## config.mk

```make
export PLATFORM = sky130hd
export DESIGN_NAME = vrc_controller
export DESIGN_NICKNAME = d
export VERILOG_FILES = /design/src/hw/vrc_pkg.sv /design/src/hw/vrc_controller.sv /design/src/hw/vrc_port_edge.sv /design/src/hw/vrc_prio_pick.sv
export SDC_FILE = /design/constraint.sdc
export NUM_CORES = 1
export LEC_CHECK = 0
export BUFFER_PORTS_ARGS = -buffer_cell sky130_fd_sc_hd__buf_2
export CORE_AREA = 2 2 607 609
export CTS_CLUSTER_DIAMETER = 200
export DETAILED_ROUTE_END_ITERATION = 6
export DIE_AREA = 0 0 609 611
export HOLD_SLACK_MARGIN = 0.05
export PLACE_DENSITY = 0.35
export REMOVE_ABC_BUFFERS = 1
export SLEW_MARGIN = 0
export SYNTH_ARGS = -nofsm -noshare
export SYNTH_HDL_FRONTEND = slang
export SYNTH_SLANG_ARGS = --single-unit
```

## constraint.sdc

```tcl
create_clock -name clk -period 51.2 [get_ports clk]
set_input_delay 5.12 -clock clk [delete_from_list [all_inputs] [get_ports clk]]
set_output_delay 5.12 -clock clk [all_outputs]
set_load 0.02 [all_outputs]
```

## src/hw/vrc_pkg.sv

```systemverilog
// Notes on behaviour
// - there are 32 request inputs, and each one is set to the fast class or the vectored class at run time.
// - fast-class requests always rank above every vectored request.
// - the fast output is the OR of all active fast-class requests.
// - a readable word shows one bit for each fast-class source that is requesting now.
// - every input that is not fast class is a vectored request.
// - each vectored request has a priority level that software sets.
// - among vectored requests of equal priority, the lowest-numbered channel wins.
// - the normal output is the OR of all pending vectored requests.
// - a readable word gives the service routine address of the chosen vectored request.
// - each port pin can raise a request on a rising edge, a falling edge, or both.
// - port-pin edge requests are merged onto the input that carries external request line three.
package vrc_pkg;
	// ----------------------------------------
	// sizes
	// ----------------------------------------
	localparam int NUM_CHANNELS = 32;
	localparam int PRIO_WIDTH = 4;
	localparam int NUM_PORT_PINS = 46;
	localparam int EXT_LINE_THREE_CHANNEL = 17;
	localparam logic [31:0] ADDR_RESET = 32'h0000_0000;
	localparam logic [31:0] CLASS_RESET = 32'h0000_0000;
	localparam logic [31:0] ENABLE_RESET = 32'h0000_0000;
	// ----------------------------------------
	// edge modes
	// ----------------------------------------
	typedef enum logic [1:0] {
		VRC_EDGE_OFF = 2'b00,
		VRC_EDGE_RISE = 2'b01,
		VRC_EDGE_FALL = 2'b10,
		VRC_EDGE_BOTH = 2'b11
	} vrc_edge_t;
endpackage

```

## src/hw/vrc_controller.sv

```systemverilog
module vrc_controller #(
	parameter int CHANNELS = vrc_pkg::NUM_CHANNELS,
	parameter int PW = vrc_pkg::PRIO_WIDTH,
	parameter int PINS = vrc_pkg::NUM_PORT_PINS,
	parameter int EXT3 = vrc_pkg::EXT_LINE_THREE_CHANNEL
) (
	// clock and reset
	input wire logic clk,
	input wire logic reset,
	// peripheral request lines, one per peripheral, same clock
	input wire logic [CHANNELS-1:0] requestIn,
	// port pins and their edge configuration
	input wire logic [PINS-1:0] pinIn,
	input wire logic [PINS-1:0] riseEnable,
	input wire logic [PINS-1:0] fallEnable,
	input wire logic [PINS-1:0] pinClear,
	// configuration
	input wire logic [CHANNELS-1:0] fastSelect,
	input wire logic [CHANNELS-1:0] enable,
	input wire logic [CHANNELS*PW-1:0] prioFlat,
	input wire logic [CHANNELS*32-1:0] vectorFlat,
	// outputs to the core
	output logic fastRequest,
	output logic normalRequest,
	output logic [CHANNELS-1:0] fastStatus,
	output logic [31:0] vectorAddr,
	output logic [$clog2(CHANNELS)-1:0] activeChannel,
	output logic [PINS-1:0] pinStatus
);
	// ----------------------------------------
	// elaboration checks
	// ----------------------------------------
	initial begin
		if (CHANNELS < 2) $error("vrc_controller: at least 2 channels");
		if (CHANNELS > 32) $error("vrc_controller: at most 32 channels");
		if (PW < 1) $error("vrc_controller: priority width must be positive");
		if (PINS < 1) $error("vrc_controller: PINS must be positive");
		if (EXT3 < 0 || EXT3 >= CHANNELS) $error("vrc_controller: EXT3 out of range");
	end

	logic portRequest;
	logic [CHANNELS-1:0] merged;
	logic [CHANNELS-1:0] active;
	logic [CHANNELS-1:0] fastAct;
	logic [CHANNELS-1:0] normAct;
	logic found;
	logic [$clog2(CHANNELS)-1:0] winner;
	logic fastRequest_q;
	logic normalRequest_q;
	logic [CHANNELS-1:0] fastStatus_q;
	logic [31:0] vectorAddr_q;
	logic [$clog2(CHANNELS)-1:0] activeChannel_q;
	logic betterExists;
	logic lowerTie;
	logic [PW-1:0] winPrio;

	// ----------------------------------------
	// field slicing; priority for the check reference, vector for the outputs
	// ----------------------------------------
	function automatic logic [PW-1:0] prioOf(
		input logic [CHANNELS*PW-1:0] flat,
		input int ch
	);
		return flat[ch*PW +: PW];
	endfunction

	function automatic logic [31:0] vectorOf(
		input logic [CHANNELS*32-1:0] flat,
		input int ch
	);
		return flat[ch*32 +: 32];
	endfunction

	// ----------------------------------------
	// port edge detection
	// ----------------------------------------
	vrc_port_edge #(.PINS(PINS)) u_edge (
		.clk(clk),
		.reset(reset),
		.pinIn(pinIn),
		.riseEnable(riseEnable),
		.fallEnable(fallEnable),
		.pinClear(pinClear),
		.pinStatus(pinStatus),
		.portRequest(portRequest)
	);

	// ----------------------------------------
	// classification
	// ----------------------------------------
	always_comb begin
		merged = requestIn;
		merged[EXT3] = requestIn[EXT3] | portRequest;
	end
	assign active = merged & enable;
	assign fastAct = active & fastSelect;
	assign normAct = active & ~fastSelect;

	vrc_prio_pick #(.CHANNELS(CHANNELS), .PW(PW)) u_pick (
		.pending(normAct),
		.prioFlat(prioFlat),
		.found(found),
		.winner(winner)
	);

	// ----------------------------------------
	// check reference; each pending channel compared with the winner, kept apart from the picker's scan
	// ----------------------------------------
	always_comb begin
		betterExists = 1'b0;
		lowerTie = 1'b0;
		winPrio = prioOf(prioFlat, int'(winner));
		for (int i = 0; i < CHANNELS; i++) begin
			if (normAct[i] && prioOf(prioFlat, i) < winPrio) begin
				betterExists = 1'b1;
			end
			if (normAct[i] && i < int'(winner) && prioOf(prioFlat, i) == winPrio) begin
				lowerTie = 1'b1;
			end
		end
	end

	// ----------------------------------------
	// fast class outputs
	// ----------------------------------------
	always_ff @(posedge clk) begin
		if (reset) begin
			fastRequest_q <= 1'b0;
		end else begin
			fastRequest_q <= |fastAct;
		end
	end

	always_ff @(posedge clk) begin
		if (reset) begin
			fastStatus_q <= '0;
		end else begin
			fastStatus_q <= fastAct;
		end
	end

	// ----------------------------------------
	// vectored class outputs
	// ----------------------------------------
	always_ff @(posedge clk) begin
		if (reset) begin
			normalRequest_q <= 1'b0;
		end else begin
			normalRequest_q <= |normAct;
		end
	end

	// no winner shows the reset address, so a stale handler is never offered
	always_ff @(posedge clk) begin
		if (reset) begin
			vectorAddr_q <= vrc_pkg::ADDR_RESET;
		end else if (found) begin
			vectorAddr_q <= vectorOf(vectorFlat, int'(winner));
		end else begin
			vectorAddr_q <= vrc_pkg::ADDR_RESET;
		end
	end

	always_ff @(posedge clk) begin
		if (reset) begin
			activeChannel_q <= '0;
		end else if (found) begin
			activeChannel_q <= winner;
		end else begin
			activeChannel_q <= '0;
		end
	end

	assign fastRequest = fastRequest_q;
	assign normalRequest = normalRequest_q;
	assign fastStatus = fastStatus_q;
	assign vectorAddr = vectorAddr_q;
	assign activeChannel = activeChannel_q;

	// ----------------------------------------
	// checks: output levels
	// ----------------------------------------
	chk_fast_or: assert property (
		@(posedge clk) disable iff (reset)
		(|fastAct) |=> fastRequest
	) else $error("fast output missed");

	chk_fast_drop: assert property (
		@(posedge clk) disable iff (reset)
		!(|fastAct) |=> !fastRequest
	) else $error("fast output stuck");

	chk_norm_or: assert property (
		@(posedge clk) disable iff (reset)
		(|normAct) |=> normalRequest
	) else $error("normal output missed");

	chk_norm_drop: assert property (
		@(posedge clk) disable iff (reset)
		!(|normAct) |=> !normalRequest
	) else $error("normal output stuck");

	chk_status_word: assert property (
		@(posedge clk) disable iff (reset)
		1'b1 |=> (fastStatus == $past(fastAct))
	) else $error("status word wrong");

	chk_status_or: assert property (
		@(posedge clk) disable iff (reset)
		1'b1 |-> (fastRequest == (|fastStatus))
	) else $error("status word and fast output disagree");

	chk_both_raise: assert property (
		@(posedge clk) disable iff (reset)
		((|fastAct) && (|normAct)) |=> (fastRequest && normalRequest)
	) else $error("fast output held back");

	chk_disabled_quiet: assert property (
		@(posedge clk) disable iff (reset)
		(enable == '0) |=> (!fastRequest && !normalRequest)
	) else $error("disabled channel raised an output");

	chk_active_enable: assert property (
		@(posedge clk) disable iff (reset)
		1'b1 |-> ((active & ~enable) == '0)
	) else $error("disabled channel active");

	// ----------------------------------------
	// checks: classes and priority
	// ----------------------------------------
	chk_fast_class: assert property (
		@(posedge clk) disable iff (reset)
		(fastStatus != '0) |-> ((fastStatus & ~$past(fastSelect)) == '0)
	) else $error("class leak");

	chk_not_fast: assert property (
		@(posedge clk) disable iff (reset)
		(fastAct != '0) |-> ((fastAct & normAct) == '0)
	) else $error("overlap");

	chk_norm_no_fast: assert property (
		@(posedge clk) disable iff (reset)
		1'b1 |-> ((normAct & fastSelect) == '0)
	) else $error("fast channel in vectored set");

	chk_winner_pending: assert property (
		@(posedge clk) disable iff (reset)
		found |-> normAct[winner]
	) else $error("winner not pending");

	chk_found_any: assert property (
		@(posedge clk) disable iff (reset)
		1'b1 |-> (found == (|normAct))
	) else $error("winner flag wrong");

	chk_tie_low: assert property (
		@(posedge clk) disable iff (reset)
		found |-> !lowerTie
	) else $error("tie not lowest");

	chk_prio_best: assert property (
		@(posedge clk) disable iff (reset)
		found |-> !betterExists
	) else $error("not best priority");

	// ----------------------------------------
	// checks: vector, reset and pins
	// ----------------------------------------
	chk_vector_addr: assert property (
		@(posedge clk) disable iff (reset)
		found |=> (vectorAddr == $past(vectorFlat[winner*32 +: 32]))
	) else $error("bad vector");

	chk_channel_match: assert property (
		@(posedge clk) disable iff (reset)
		found |=> (activeChannel == $past(winner))
	) else $error("bad channel");

	chk_vector_idle: assert property (
		@(posedge clk) disable iff (reset)
		!found |=> ((vectorAddr == vrc_pkg::ADDR_RESET) && (activeChannel == '0))
	) else $error("idle vector not cleared");

	chk_reset_quiet: assert property (
		@(posedge clk)
		reset |=> (!fastRequest && !normalRequest && (fastStatus == '0))
	) else $error("outputs not quiet after reset");

	chk_reset_vector: assert property (
		@(posedge clk)
		reset |=> ((vectorAddr == vrc_pkg::ADDR_RESET) && (activeChannel == '0))
	) else $error("vector not cleared by reset");

	chk_ext_merge: assert property (
		@(posedge clk) disable iff (reset)
		portRequest |-> merged[EXT3]
	) else $error("port not merged");

	chk_pin_route: assert property (
		@(posedge clk) disable iff (reset)
		(portRequest && enable[EXT3] && !fastSelect[EXT3]) |=> normalRequest
	) else $error("pin request did not reach normal output");

	chk_pin_status_req: assert property (
		@(posedge clk) disable iff (reset)
		(|pinStatus) |-> portRequest
	) else $error("pin flag without port request");
endmodule

```

## src/hw/vrc_port_edge.sv

```systemverilog
module vrc_port_edge #(
	parameter int PINS = vrc_pkg::NUM_PORT_PINS
) (
	// clock and reset
	input wire logic clk,
	input wire logic reset,
	// pins and configuration
	input wire logic [PINS-1:0] pinIn,
	input wire logic [PINS-1:0] riseEnable,
	input wire logic [PINS-1:0] fallEnable,
	input wire logic [PINS-1:0] pinClear,
	// status
	output logic [PINS-1:0] pinStatus,
	output logic portRequest
);
	initial begin
		if (PINS < 1) $error("vrc_port_edge: PINS must be positive");
	end

	logic [PINS-1:0] sync1_q;
	logic [PINS-1:0] sync2_q;
	logic [PINS-1:0] prev_q;
	logic [PINS-1:0] edgeHit;
	logic [PINS-1:0] pinStatus_q;
	logic [2:0] fill_q;

	// ----------------------------------------
	// two-stage synchroniser; pins are asynchronous
	// ----------------------------------------
	always_ff @(posedge clk) begin
		if (reset) begin
			sync1_q <= '0;
			sync2_q <= '0;
			prev_q <= '0;
		end else begin
			sync1_q <= pinIn;
			sync2_q <= sync1_q;
			prev_q <= sync2_q;
		end
	end

	// the chain leaves reset at 0; a pin that sits high would look like a rising
	// edge until all three stages hold real samples, so detection waits for them
	always_ff @(posedge clk) begin
		if (reset) begin
			fill_q <= '0;
		end else begin
			fill_q <= {fill_q[1:0], 1'b1};
		end
	end

	assign edgeHit = fill_q[2]
		? ((riseEnable & sync2_q & ~prev_q) | (fallEnable & ~sync2_q & prev_q)) : '0;

	// ----------------------------------------
	// sticky status, set wins over clear
	// ----------------------------------------
	always_ff @(posedge clk) begin
		if (reset) begin
			pinStatus_q <= '0;
		end else begin
			pinStatus_q <= (pinStatus_q & ~pinClear) | edgeHit;
		end
	end

	assign pinStatus = pinStatus_q;
	assign portRequest = |pinStatus_q;

	chk_edge_sets: assert property (@(posedge clk) disable iff (reset)
		(|edgeHit) |=> ((pinStatus_q & $past(edgeHit)) == $past(edgeHit)))
		else $error("edge did not set status");
endmodule

```

## src/hw/vrc_prio_pick.sv

```systemverilog
module vrc_prio_pick #(
	parameter int CHANNELS = vrc_pkg::NUM_CHANNELS,
	parameter int PW = vrc_pkg::PRIO_WIDTH
) (
	// candidates
	input wire logic [CHANNELS-1:0] pending,
	input wire logic [CHANNELS*PW-1:0] prioFlat,
	// winner
	output logic found,
	output logic [$clog2(CHANNELS)-1:0] winner
);
	initial begin
		if (CHANNELS < 2 || PW < 1) $error("vrc_prio_pick: bad sizes");
	end

	// ----------------------------------------
	// lower value is more urgent; scan high to low so
	// the lowest channel wins a tie
	// ----------------------------------------
	always_comb begin
		logic [PW-1:0] best;
		best = '1;
		found = 1'b0;
		winner = '0;
		for (int i = CHANNELS - 1; i >= 0; i--) begin
			if (pending[i] && (!found || prioFlat[i*PW +: PW] <= best)) begin
				found = 1'b1;
				best = prioFlat[i*PW +: PW];
				winner = i[$clog2(CHANNELS)-1:0];
			end
		end
	end
endmodule
```

==> results.sh, run 1 <==
export IMPL_final_setup_viol_count=0
export IMPL_max_stage_delay_ns=0.52
export IMPL_critPathCaptureType="flop"
export IMPL_drt_first_pass_iters=7
export IMPL_worst_path_buf_inv=33
export IMPL_grtUsageTotal=0.1434
export IMPL_grt_pass1_wl_um=350400
export IMPL_power_density_mw_per_mm2=63.72
export IMPL_clk_path_buf_depth=3
export IMPL_viasPerCell=3.537
export IMPL_yosys_area_top_type="dfxtp_1"
export IMPL_portBuffers=1550
export IMPL_synth_area_leaders="dfxtp_1 21%, mux2_2 6.6%, nand2_1 5.4%, nor2b_1 5.1%, mux2i_1 5.0%"
export IMPL_via_count=36260
export IMPL_start_util=0.06637
export IMPL_synth_main_ff_cell="dfxtp_1"
export IMPL_synth_area_mm2=0.02422
export IMPL_ir_drop_uv=32.86
export IMPL_wirelength_um=283000
export IMPL_tritoncts="done"
export IMPL_dieWidth_um=609
export IMPL_relSlewSlack=0.3452
export IMPL_core_area_mm2=0.3650
export IMPL_avgRoutedWirePerCell_um=27.60
export IMPL_avgSynthCellArea_um2=7.807
export IMPL_fin_ws_ns=0.6206
export IMPL_ant_nets=0
export IMPL_cts_buffers=42
export IMPL_min_period_ns=50.58
export IMPL_nFillCells=42590
export IMPL_synth_top_area_frac=0.2132
export IMPL_die_area_mm2=0.3721
export IMPL_grt_antenna_before_repair=252
export IMPL_path_common_cell="a21o_1"
export IMPL_async_reset_ff_frac=0
export IMPL_cts_root_buf="clkbuf_16"
export IMPL_grt_overflow=0
export IMPL_cts_sinks=258
export IMPL_path_max_fanout=6
export IMPL_io_pins=1551
export IMPL_max_freq_mhz=19.77
export IMPL_slew_viol_final=0
export IMPL_critPathKind="in2reg"
export IMPL_synth_edf_count=0
export IMPL_grt_pass1_vias=35340
export IMPL_seq_area_frac_synth=0.2132
export IMPL_timing_final_crit_share=0.9879
export IMPL_die_height_um=611
export IMPL_rsz0062_at_grt="true"
export IMPL_worst_pin_slew_ns=0.9822
export IMPL_crit_required_ns=51.79
export IMPL_ys_top_cells_by_count="348 x nand2_1, 258 x dfxtp_1, 199 x nor2b_1"
export IMPL_post_synth_num_cell_types=103
export IMPL_hold_violations=0
export IMPL_dp_slack_ns=-2.315
export IMPL_status="finished, violations left"
export IMPL_drt_iter0_drc=3093
export IMPL_drive_above_1_share=0.5546
export IMPL_clk_pin_slew_ns=0.06
export IMPL_yosysMostFrequentCell="nand2_1"
export IMPL_syn_inst=3103
export IMPL_leakagePower_nw=21.48
export IMPL_clk_latency_ns=0.72
export IMPL_ys_warn_count=0
export IMPL_row_count=222
export IMPL_route_detailed_drc=9
export IMPL_dp_cells=9950
export IMPL_hp_class="reg2reg"
export IMPL_cp_arrival_ns=51.17
export IMPL_fin_nets=6837
export IMPL_finalClockSkew_ns=0.05602
export IMPL_syn_to_final_growth_pct=98.61
export IMPL_violations="DRC"
export IMPL_critPathTopFamily="compound AO/OA/AOI/OAI gates"
export IMPL_dp_hpwl_um=251500
export IMPL_cp_start_kind="input port"
export IMPL_crit_slowest_cell="or4_1"
export IMPL_htreeDepth=2
export IMPL_gp_congestion=0.9433
export IMPL_drv_cap=0
export IMPL_fin_cells=10250
export IMPL_grt_max_degree=69
export IMPL_ys_ff_latch=258
cell families after synthesis:
family / after synthesis / share of synthesized area
simple gates: 1160 / 0.2483
mux: 297 / 0.1319
buf+inv: 317 / 0.05480
xor+xnor: 17 / 0.006146
fa+ha+maj: 110 / 0.05537
compound gates: 944 / 0.2902
flops: 258 / 0.2132
worst paths after layout:
check,to,startpoint,cells past startpoint,slack (ns)
worst max-delay path,vectorAddr[1]$_SDFF_PP0_,fastSelect[31],253,0.62
worst min-delay path,u_edge.sync2_q[42]$_SDFF_PP0_,u_edge.sync1_q[42]$_SDFF_PP0_,1,0.43
worst max register to register,vectorAddr[1]$_SDFF_PP0_,u_edge.pinStatus[0]$_SDFF_PP0_,152,21.33
worst min register to register,u_edge.sync2_q[42]$_SDFF_PP0_,u_edge.sync1_q[42]$_SDFF_PP0_,1,0.43
where the power goes:
group	switching, W	internal, W
Clock	0.000136	0.000174
Sequential	0.0000119	0.000221
Combinational	0.00143	0.00110
Total	0.00157	0.00149
state kept, by name, summed over array words and instances (netlist names):
signal	count
activeChannel	5
fastRequest	1
fastStatus	32
normalRequest	1
u_edge.fill_q	3
u_edge.pinStatus	46
u_edge.prev_q	46
u_edge.sync1_q	46
u_edge.sync2_q	46
vectorAddr	32
per-stage QoR:
step / hold WS (ns) / utilization / area (um2) / setup TNS, ns / total power, W
2_1_floorplan: 0.4138 / - / 23340 / -245.58 / 0.001178
3_3_place_gp: 0.4146 / 0.1182 / 43130 / -50.97 / 0.002519
3_5_place_dp: 0.4220 / 0.1182 / 43140 / -66.61 / 0.002498
4_1_cts: 0.4323 / 0.1242 / 45320 / 0 / 0.002900
5_1_grt: 0.4211 / 0.1315 / 47980 / -43.09 / 0.003231
6_report: 0.4277 / 0.1318 / 48110 / 0 / 0.003065
routing by layer:
metal	GRT usage	part of all wire	up-vias
met1	0.1688	0.40	17410
met5	0	0.0023	-
met3	0.05047	0.095	517
met2	0.2464	0.48	1935
li1	-	-	16300
met4	0.03540	0.032	104
cell usage in the layout, fill, tap and decap left out, types with 95 or more instances in the layout:
master	count
a21oi_1	130
dfxtp_1	257
nor2b_1	190
nor2_1	172
diode_2	95
nand2_1	335
buf_4	700
mux2i_1	111
buf_2	1548
inv_1	98
mux2_2	99
area by class of cell:
cell class                 count  area [um2]  share of cell area
clock buffer                  57        1177             0.02447
sequential                   258        5169              0.1074
tap                         4816        6026              0.1252
inverter                     117       439.2            0.009128
antenna                       95       237.7            0.004941
multi-input combinational   2528       19900              0.4137
clock inverter                20       244.0            0.005071
timing repair buffer        2361       14920              0.3100
what timing repair did:
item,CTS,global route
gates cloned,1,1
setup endpoints to repair,34,37
endpoints found under the hold margin,0,0
setup buffers,52,82
resized for setup,79,406
hold buffers,0,0
pin swaps,34,205
No activity file was read; power rests on OpenSTA's default activity.
==> run 2, diff against run 1 <==
--- a/config.mk
+++ b/config.mk
@@ -7,6 +7,7 @@
 export LEC_CHECK = 0
 export BUFFER_PORTS_ARGS = -buffer_cell sky130_fd_sc_hd__buf_2
 export CORE_AREA = 2 2 607 609
+export CTS_BUF_LIST = sky130_fd_sc_hd__clkbuf_8 sky130_fd_sc_hd__clkbuf_16
 export CTS_CLUSTER_DIAMETER = 200
 export DETAILED_ROUTE_END_ITERATION = 6
 export DIE_AREA = 0 0 609 611
==> run 2 against run 1 <==
  * Core utilization barely moved
  * Highest routed layer unchanged
  * Sequential power is essentially flat
  * The flow still finishes with violations (DRC)
  * Critical path depth is the same
  * Combinational power about the same
  * Die area unchanged
  * Maximum frequency is essentially flat
  * Critical endpoint unchanged
==> results.sh, run 2 (synthesis gave the netlist of run 1 again) <==
export IMPL_die_height_um=611
export IMPL_final_common_cell="buf_2"
export IMPL_drv_cap=0
export IMPL_worst_pin_slew_ns=0.9821
export IMPL_critPathKind="in2reg"
export IMPL_max_freq_mhz=19.78
export IMPL_ant_nets=0
export IMPL_core_area_mm2=0.3650
export IMPL_r2r_start="u_edge.pinStatus[0]$_SDFF_PP0_"
export IMPL_hp_class="reg2reg"
export IMPL_critPathTopFamily="compound AO/OA/AOI/OAI gates"
export IMPL_hold_ws_ns=0.4273
export IMPL_nFillCells=42590
export IMPL_hp_start="u_edge.sync1_q[42]$_SDFF_PP0_"
export IMPL_route_detailed_drc=10
export IMPL_io_pins=1551
export IMPL_drive_above_1_share=0.5546
export IMPL_fin_nets=6837
export IMPL_grtUsageTotal=0.1434
export IMPL_leakagePower_nw=21.52
export IMPL_cts_sinks=258
export IMPL_sw_frac_of_total=0.5137
export IMPL_syn_to_final_growth_pct=98.63
export IMPL_tritoncts="done"
export IMPL_slew_viol_final=0
export IMPL_startpoint="fastSelect[31]"
export IMPL_hold_violations=0
export IMPL_power_density_mw_per_mm2=63.69
export IMPL_drt_iter0_drc=3077
export IMPL_p_int_w=0.001490
export IMPL_clk_pin_slew_ns=0.06
export IMPL_violations="DRC"
export IMPL_p_clk_frac=0.101
export IMPL_dieWidth_um=609
export IMPL_gp_congestion=0.9433
export IMPL_dp_slack_ns=-2.315
export IMPL_start_util=0.06637
export IMPL_grt_max_degree=69
export IMPL_crit_slowest_cell="or4_1"
export IMPL_min_period_ns=50.56
export IMPL_viasPerCell=3.526
export IMPL_cp_depth=253
export IMPL_p_switching_w=0.001574
export IMPL_clk_path_buf_depth=3
export IMPL_htreeDepth=2
export IMPL_row_count=222
export IMPL_relSlewSlack=0.3452
export IMPL_mostFrequentLayoutCells="1548 x buf_2, 700 x buf_4, 335 x nand2_1"
export IMPL_timing_final_crit_share=0.9875
export IMPL_grt_overflow=0
export IMPL_finalClockSkew_ns=0.05673
export IMPL_grt_pass1_vias=35340
export IMPL_wirelength_um=282900
export IMPL_cts_buffers=42
export IMPL_avgRoutedWirePerCell_um=27.59
export IMPL_endpoint="vectorAddr[1]$_SDFF_PP0_"
export IMPL_portBuffers=1550
export IMPL_combPwrFrac=0.823
export IMPL_power_w=0.003064
export IMPL_p_seq_frac=0.076
export IMPL_max_stage_delay_ns=0.52
export IMPL_cts_hold_buffers=0
export IMPL_drt_first_pass_iters=7
export IMPL_die_area_mm2=0.3721
export IMPL_cts_root_buf="clkbuf_16"
export IMPL_ir_drop_uv=32.98
export IMPL_rsz0062_at_grt="true"
export IMPL_dp_hpwl_um=251500
export IMPL_regToRegEndpoint="vectorAddr[1]$_SDFF_PP0_"
export IMPL_path_max_fanout=6
export IMPL_final_setup_viol_count=0
export IMPL_r2r_setup_slack_ns=21.34
export IMPL_via_count=36150
export IMPL_cp_start_kind="input port"
export IMPL_fin_ws_ns=0.6380
export IMPL_cp_arrival_ns=51.15
export IMPL_status="finished, violations left"
export IMPL_critPathCaptureType="flop"
export IMPL_crit_required_ns=51.79
export IMPL_path_common_cell="a21o_1"
export IMPL_clk_latency_ns=0.72
export IMPL_grt_antenna_before_repair=252
export IMPL_reg2regPathDepth=152
export IMPL_worst_path_buf_inv=33
export IMPL_grt_pass1_wl_um=350400
-- run 2: timing repair --
action / in CTS / in global routing
gates resized for setup: 79 / 406
pin swaps: 34 / 205
buffers inserted: 52 / 82
gates cloned: 1 / 1
setup endpoints to repair: 34 / 37
-- run 2: how the worst min path moves through the flow --
stage	end	slack [ns]	depth (start not counted)
2_1_floorplan	u_edge.fill_q[1]$_SDFF_PP0_	0.41	1
3_3_place_gp	u_edge.fill_q[2]$_SDFF_PP0_	0.41	1
3_5_place_dp	u_edge.sync2_q[36]$_SDFF_PP0_	0.42	1
4_1_cts	u_edge.sync2_q[42]$_SDFF_PP0_	0.43	1
5_1_grt	u_edge.sync2_q[42]$_SDFF_PP0_	0.42	1
6_report	u_edge.sync2_q[42]$_SDFF_PP0_	0.43	1
-- run 2: power by group through the flow --
stage	combinational [W]	clock (W)	sequential, W
floorplan	0.000932	0	0.000246
global placement	0.00228	0	0.000237
detailed placement	0.00226	0	0.000237
CTS	0.00234	0.000327	0.000232
global route	0.00266	0.000332	0.000234
finish	0.00252	0.000308	0.000233
-- run 2: layout make-up --
class,instances,area [um2],area share
Clock buffer,49,1147,0.02385
Antenna cell,97,242.7,0.005045
Inverter,117,439.2,0.009127
Timing Repair Buffer,2361,14920,0.3100
Tap cell,4816,6026,0.1252
Multi-Input combinational cell,2528,19900,0.4136
Sequential cell,258,5169,0.1074
Clock inverter,28,274.0,0.005695
-- run 2: stage by stage --
step | util | instance area [um2] | TNS [ns] | instances
floorplan | - | 23340 | -245.58 | 2903
global placement | 0.1182 | 43130 | -50.97 | 9949
detailed placement | 0.1182 | 43140 | -66.61 | 9950
CTS | 0.1242 | 45320 | 0 | 10080
global route | 0.1315 | 47980 | -43.09 | 10200
finish | 0.1318 | 48120 | 0 | 10250
-- run 2: worst register-to-register path: cells and delay by family, from the launching register on --
kind / cells / cell delay [ns]
flip-flops: 1 / 0.41
AO/OA/AOI/OAI: 69 / 13.09
adder cells (fa/ha/maj): 22 / 5.49
multiplexers: 12 / 3.61
buffers and inverters: 19 / 2.20
AND/OR/NAND/NOR: 30 / 4.98
-- run 2: routing by layer --
layer,wire [um],GRT usage,share of wire,up-vias
met5,658,0,0.0023,-
met4,9013,0.03540,0.032,104
met3,26320,0.05047,0.093,509
met2,134500,0.2464,0.48,1857
met1,112400,0.1688,0.40,17380
li1,-,-,-,16310
